### config.mk
export PLATFORM = sky130hd
export DESIGN_NAME = stir_regs
export DESIGN_NICKNAME = d
export VERILOG_FILES = /design/src/design/stir_pkg.sv /design/src/design/stir_regs.sv
export SDC_FILE = /design/constraint.sdc
export NUM_CORES = 1
export LEC_CHECK = 0
export ABC_AREA = 1
export CORE_MARGIN = 4
export CORE_UTILIZATION = 30
export CTS_CLUSTER_DIAMETER = 30
export CTS_CLUSTER_SIZE = 25
export DETAILED_ROUTE_END_ITERATION = 12
export DONT_BUFFER_PORTS = 1
export HOLD_SLACK_MARGIN = 0.06
export PLACE_DENSITY = 0.45
export REMOVE_ABC_BUFFERS = 1
export SLEW_MARGIN = 20
export SYNTH_ARGS = -nofsm -noshare
export SYNTH_HDL_FRONTEND = slang
export SYNTH_SLANG_ARGS = --single-unit
### constraint.sdc
create_clock -name clk -period 7.5 [get_ports clk]
set_clock_uncertainty 0.15 [all_clocks]
set_input_delay 1.875 -clock clk [delete_from_list [all_inputs] [get_ports clk]]
set_output_delay 1.875 -clock clk [all_outputs]
set_load 0.01 [all_outputs]
### src/design/stir_pkg.sv
/*
 * constants for the spectral threshold and interrupt register block:
 * register offsets, field positions, reset values, identifier values.
 * assumes an 8-bit register port addressed by the device's own 8-bit offsets.
 */
package stir_pkg;
    // ---------------------------------------------------------------
    // register offsets
    // ---------------------------------------------------------------
    localparam logic [7:0] OFS_LO_TH_LO = 8'h84;
    localparam logic [7:0] OFS_LO_TH_HI = 8'h85;
    localparam logic [7:0] OFS_HI_TH_LO = 8'h86;
    localparam logic [7:0] OFS_HI_TH_HI = 8'h87;
    localparam logic [7:0] OFS_AUX_ID = 8'h90;
    localparam logic [7:0] OFS_REVISION_NUMBER = 8'h91;
    localparam logic [7:0] OFS_PART_ID = 8'h92;
    localparam logic [7:0] OFS_STATUS = 8'h93;
    // ---------------------------------------------------------------
    // field positions
    // ---------------------------------------------------------------
    localparam int AUX_ID_MSB = 3;
    localparam int REVISION_NUMBER_MSB = 2;
    localparam int PART_ID_LSB = 2;
    localparam int STATUS_EVENT_BIT = 3;
    // ---------------------------------------------------------------
    // reset values and identifiers (identifier values are arbitrary)
    // ---------------------------------------------------------------
    localparam logic [7:0] RST_BYTE = 8'h00;
    localparam logic [15:0] RST_TH = 16'h0000;
    localparam logic [3:0] AUX_ID_VAL = 4'h5;
    localparam logic [2:0] REVISION_NUMBER_VAL = 3'h2;
    localparam logic [5:0] PART_ID_VAL = 6'h2a;
    localparam logic [7:0] RST_PERSIST = 8'h00;
endpackage

### src/design/stir_regs.sv
/*
 * spectral threshold register bank with out-of-window persistence event.
 * assumes a single-cycle register port on clk (wr_en/rd_en with address),
 * and channel-zero results arriving as a one-cycle valid strobe on clk.
 */
// Contract
// the three identifier registers are read only and ignore writes.
// auxiliary id sits in bits 3:0, revision in 2:0, part number in 7:2, rest reads zero.
// one 16-bit low and one 16-bit high threshold are compared with the channel-zero result.
// with the enable set, the event is raised after the set number of consecutive misses.
// a result below the low threshold counts as out of window.
// a result above the high threshold counts as out of window.
// the low threshold's low byte waits in a holding latch until its high byte is written.
// the host writes the high byte after the low byte, ideally in one transaction.
// low threshold bytes sit at 0x84 and 0x85, read-write, reset to zero.
// high threshold bytes sit at 0x86 and 0x87, read-write, reset to zero.
// status bit 3 holds the event; writing one clears it, zero leaves it.
// the high threshold uses the same holding latch scheme as the low one.
`timescale 1ns/1ns
module stir_regs
    import stir_pkg::*;
#(
    parameter int PERS_W = 8
) (
    input wire logic clk,
    input wire logic sys_rst,
    input wire logic wr_en,
    input wire logic rd_en,
    input wire logic [7:0] addr,
    input wire logic [7:0] wr_data,
    output logic [7:0] rd_data,
    output logic rd_valid,
    input wire logic spectral_interrupt_enable,
    input wire logic [PERS_W-1:0] spectral_persistence_count,
    input wire logic [15:0] channel_zero_result,
    input wire logic result_valid,
    output logic spectral_threshold_event_flag,
    output logic [15:0] low_threshold,
    output logic [15:0] high_threshold
);
    // ---------------------------------------------------------------
    // state
    // ---------------------------------------------------------------
    logic [7:0] lo_lo_latch_ff;
    logic [7:0] hi_lo_latch_ff;
    logic [15:0] lo_th_ff;
    logic [15:0] hi_th_ff;
    logic [PERS_W-1:0] miss_cnt_ff;
    logic [PERS_W-1:0] nxt_miss_cnt;
    logic event_ff;
    logic [7:0] rd_data_ff;
    logic rd_valid_ff;
    logic [7:0] nxt_rd_data;
    logic out_of_window;
    logic hit_pers;
    logic clr_event;

    // write strobe decode for one offset
    function automatic logic wr_hit(input logic [7:0] a, input logic [7:0] ofs,
                                    input logic we);
        wr_hit = we && (a == ofs);
    endfunction

    // ---------------------------------------------------------------
    // threshold registers
    // ---------------------------------------------------------------
    // low bytes wait in latches; the 16-bit value moves only on a high byte write
    always_ff @(posedge clk or posedge sys_rst) begin
        if (sys_rst) begin
            lo_lo_latch_ff <= RST_BYTE;
            lo_th_ff <= RST_TH;
        end else begin
            if (wr_hit(addr, OFS_LO_TH_LO, wr_en)) begin
                lo_lo_latch_ff <= wr_data;
            end
            if (wr_hit(addr, OFS_LO_TH_HI, wr_en)) begin
                lo_th_ff <= {wr_data, lo_lo_latch_ff};
            end
        end
    end

    // high threshold pair handled the same way
    always_ff @(posedge clk or posedge sys_rst) begin
        if (sys_rst) begin
            hi_lo_latch_ff <= RST_BYTE;
            hi_th_ff <= RST_TH;
        end else begin
            if (wr_hit(addr, OFS_HI_TH_LO, wr_en)) begin
                hi_lo_latch_ff <= wr_data;
            end
            if (wr_hit(addr, OFS_HI_TH_HI, wr_en)) begin
                hi_th_ff <= {wr_data, hi_lo_latch_ff};
            end
        end
    end

    // ---------------------------------------------------------------
    // window compare and persistence
    // ---------------------------------------------------------------
    // strict compares against the applied thresholds
    assign out_of_window = (channel_zero_result < lo_th_ff)
                        || (channel_zero_result > hi_th_ff);
    assign hit_pers = (nxt_miss_cnt >= spectral_persistence_count) && out_of_window;
    assign clr_event = wr_hit(addr, OFS_STATUS, wr_en) && wr_data[STATUS_EVENT_BIT];

    // consecutive miss count saturates, any in-window result restarts it
    always_comb begin
        nxt_miss_cnt = miss_cnt_ff;
        if (result_valid) begin
            if (!out_of_window) begin
                nxt_miss_cnt = '0;
            end else if (miss_cnt_ff != '1) begin
                nxt_miss_cnt = miss_cnt_ff + 1'b1;
            end
        end
    end

    always_ff @(posedge clk or posedge sys_rst) begin
        if (sys_rst) begin
            miss_cnt_ff <= RST_PERSIST[PERS_W-1:0];
        end else begin
            miss_cnt_ff <= nxt_miss_cnt;
        end
    end

    // sticky event; a new event wins over a same-cycle clear
    always_ff @(posedge clk or posedge sys_rst) begin
        if (sys_rst) begin
            event_ff <= 1'b0;
        end else if (result_valid && spectral_interrupt_enable && hit_pers) begin
            event_ff <= 1'b1;
        end else if (clr_event) begin
            event_ff <= 1'b0;
        end
    end

    // ---------------------------------------------------------------
    // read port
    // ---------------------------------------------------------------
    // identifiers are constants, so writes there have nothing to change
    always_comb begin
        nxt_rd_data = 8'h00;
        unique case (addr)
            OFS_LO_TH_LO: nxt_rd_data = lo_lo_latch_ff;
            OFS_LO_TH_HI: nxt_rd_data = lo_th_ff[15:8];
            OFS_HI_TH_LO: nxt_rd_data = hi_lo_latch_ff;
            OFS_HI_TH_HI: nxt_rd_data = hi_th_ff[15:8];
            OFS_AUX_ID: nxt_rd_data[AUX_ID_MSB:0] = AUX_ID_VAL;
            OFS_REVISION_NUMBER: nxt_rd_data[REVISION_NUMBER_MSB:0] = REVISION_NUMBER_VAL;
            OFS_PART_ID: nxt_rd_data[7:PART_ID_LSB] = PART_ID_VAL;
            OFS_STATUS: nxt_rd_data[STATUS_EVENT_BIT] = event_ff;
            default: nxt_rd_data = 8'h00;
        endcase
    end

    always_ff @(posedge clk or posedge sys_rst) begin
        if (sys_rst) begin
            rd_data_ff <= 8'h00;
            rd_valid_ff <= 1'b0;
        end else begin
            rd_valid_ff <= rd_en;
            if (rd_en) begin
                rd_data_ff <= nxt_rd_data;
            end
        end
    end

    assign rd_data = rd_data_ff;
    assign rd_valid = rd_valid_ff;
    assign spectral_threshold_event_flag = event_ff;
    assign low_threshold = lo_th_ff;
    assign high_threshold = hi_th_ff;
endmodule // stir_regs

==> results.py <==
metrics = {
    "outcome": {
        "outcome": "completed",
    },
    "drt": {
        "initialDrtViolationCount": 254,
        "drc": 0,
        "wl_per_cell_um": 15.7,
        "vias_per_cell": 4.66,
        "route.final.wire_length_um": 11100,
        "drt-pass1-iter-count": 6,
        "vias": 3286,
        "postRouteAntennaNets": 0,
    },
    "final_layout": {
        "drive_gt1_frac": 0.0488,
        "fin_nets": 614,
        "syn2layout_area_growth_pct": 10.9,
        "diodes": 0,
    },
    "cts": {
        "cts_tree": "done",
        "clk_path_buf_depth": 2,
        "cts-root-buf": "clkbuf_16",
        "clk_latency_ns": 0.33,
        "cts-htree-levels": 3,
        "clkTransAtPathRegs_ns": 0.05,
        "numCtsBuffers": 9,
        "post_cts_buffers": 0,
        "cts_resized": 0,
        "clock-sinks": 66,
        "hold_buffers": 0,
    },
    "yosys": {
        "synth-adder-area-share": 0.126,
        "ys_top_cells_by_count": "nand2_1 (143), inv_1 (97), dfrtp_1 (66)",
        "synth_top_area_cell": "dfrtp_1",
        "synth.most_common_cell": "nand2_1",
        "synth-compound-area-share": 0.120,
        "syn_inst": 525,
        "synth-seq-area-share": 0.415,
        "syn_area_sq_um": 3980,
        "synth.area.mux_share": 0.00283,
        "syn_area_per_cell_sq_um": 7.59,
        "synth-simple-area-share": 0.224,
        "synth_edf_count": 0,
        "async_flop_share": 1.00,
        "synth_area_leaders": "dfrtp_1 (41%), nand2_1 (13%), ha_1 (13%)",
        "synth_top_area_frac": 0.415,
        "synth_top_family_by_area": "simple AND/OR/NAND/NOR gates",
        "ys.warnings.count": 0,
        "synth_seq_cells": 66,
        "synth-xor-area-share": 0.00440,
        "synth_cell_types": 26,
        "ys.flop_type": "dfrtp_1",
    },
    "min_path": {
        "hold_class": "flip-flop to flip-flop",
        "whs_path_depth": 2,
    },
    "pwr": {
        "power_switching_uw": 271,
        "powerDensity_nw_per_um2": 213,
        "switching_share": 0.288,
        "peakVddDrop_v": 0.000103,
        "pwr-share-comb": 0.158,
        "cellInternalPower_uw": 670,
        "power_frac_clock": 0.401,
        "p_leak_uw": 0.00232,
        "p_seq_frac": 0.441,
    },
    "floorplanning": {
        "initial_core_util": 0.311,
        "die_y_um": 123,
        "core_area_sq_um": 12800,
        "die_w_um": 123,
        "pin_count": 88,
        "num_rows": 41,
        "die-area_sq_um": 15200,
    },
    "sta": {
        "setup_viol": 0,
        "fmax_mhz": 242,
        "rsz0062_at_grt": "false",
        "slew_violations": 0,
        "worst_pin_slew_ns": 0.861,
        "hold_viol_final": 0,
        "holdWs_ns": 0.335,
        "tns_ns": 0,
        "slew_headroom": 0.426,
        "fin_crit_sh": 0.551,
        "min_period_ns": 4.13,
    },
    "job": {
        "max_cap_viol_count": 0,
    },
    "place": {
        "port_buffers": 0,
        "gp_congestion": 0.811,
        "dp_hpwl_um": 8670,
    },
    "worst_setup_path": {
        "crit_path_end_kind": "flip-flop",
        "critPathArrivalTime_ns": 4.20,
        "worstSetupStartpointType": "input pin",
        "critical_path_required_ns": 7.57,
        "rr_worst_depth": 18,
        "path_max_fanout": 7,
        "crit_type": "input pin to flip-flop",
    },
    "grt": {
        "grt-ovfl-total": 0,
        "grt_pass1_vias": 3287,
        "grt_max_degree": 67,
        "antenna_found_initial": 0,
        "grt_pass1_wl_um": 17900,
        "grt.total_usage": 0.156,
    },
}
worst max-delay path: stages:
cell and delay, ns:
ha_1 0.30, nand4_1 0.13, nor3_1 0.28, nand3_1 0.14, nand2_1 0.13, nand3_1 0.25
nand2_1 0.15, inv_1 0.08, ha_1 0.29, a21oi_1 0.15, nor2_1 0.05, nor2_1 0.08
nand4_1 0.09, nand2_1 0.06, inv_1 0.03, nand2_1 0.05, nand2_1 0.05
path summary, 6_finish.rpt:
path	start	to	slack, ns
max	channel_zero_result[11]	spectral_threshold_event_flag	3.37
min	hi_lo_latch_ff[1]	hi_lo_latch_ff[1]	0.33
max reg2reg	high_threshold[9]	spectral_threshold_event_flag	4.38
min reg2reg	hi_lo_latch_ff[1]	hi_lo_latch_ff[1]	0.33
max in group asynchronous	sys_rst	high_threshold[7]	5.10
min in group asynchronous	sys_rst	low_threshold[4]	1.53
through the flow:
stage / worst slack (ns) / power, uW / utilization / cell area (sq um) / cells
2_1_floorplan: 3.53 / 528 / - / 3930 / 516
3_3_place_gp: 2.97 / 569 / 0.324 / 4150 / 689
3_5_place_dp: 2.99 / 571 / 0.324 / 4150 / 689
4_1_cts: 3.33 / 955 / 0.344 / 4410 / 705
5_1_grt: 3.05 / 1010 / 0.344 / 4420 / 705
6_report: 3.37 / 941 / 0.344 / 4420 / 705
sequential cells by signal, indices dropped and copies added, names as in the netlist:
| name | count |
|---|---|
| high_threshold | 16 |
| low_threshold | 16 |
| hi_lo_latch_ff | 8 |
| lo_lo_latch_ff | 8 |
| miss_cnt_ff | 8 |
| rd_data | 8 |
| rd_valid | 1 |
| spectral_threshold_event_flag | 1 |
cells in the final DEF, fill, tap and decap left out, drive strengths merged:
master  count
inv       100
buf         1
ha         40
nand4       8
a21o        2
xor2        2
clkbuf     13
o21ai      53
o22ai       5
nor4        1
dfrtp      66
o211ai      3
nand3b      1
clkinv      3
nor3        5
nand2     148
and3        1
a21oi      29
nor2       39
nand3      12
mux2        1
kinds of logic (layout without fill, tap and decap cells):
kind of cell,after synthesis,after routing
DFF,66,66
xor gates and xnor gates,2,2
muxes,1,1
AOI/OAI and AO/OA,92,92
buffers and inverters,109,117
adders and majority gates,40,40
and+or+nand+nor,215,215
final cells by class:
class,instances,area [sq um]
Tap cell,172,215
Clock inverter,3,15.0
Multi-Input combinational cell,350,1900
Clock buffer,13,250
Fill cell,1407,8410
Sequential cell,66,1650
Inverter,100,375
Timing Repair Buffer,1,7.51
power by group through the flow:
stage / registers, uW / clock network (uW) / logic [uW]
2_1_floorplan: 412 / 0 / 116
3_3_place_gp: 422 / 0 / 147
3_5_place_dp: 422 / 0 / 149
4_1_cts: 416 / 388 / 151
5_1_grt: 420 / 406 / 182
6_report: 415 / 377 / 149
layer usage:
layer / GRT usage / vias up / share of wire
li1: - / 1666 / -
met1: 0.205 / 1507 / 0.44
met4: 0.0512 / 0 / 0.018
met2: 0.236 / 100 / 0.44
met3: 0.0586 / 13 / 0.096
met5: 0 / - / 0
Power figures use the tool's default switching activity.
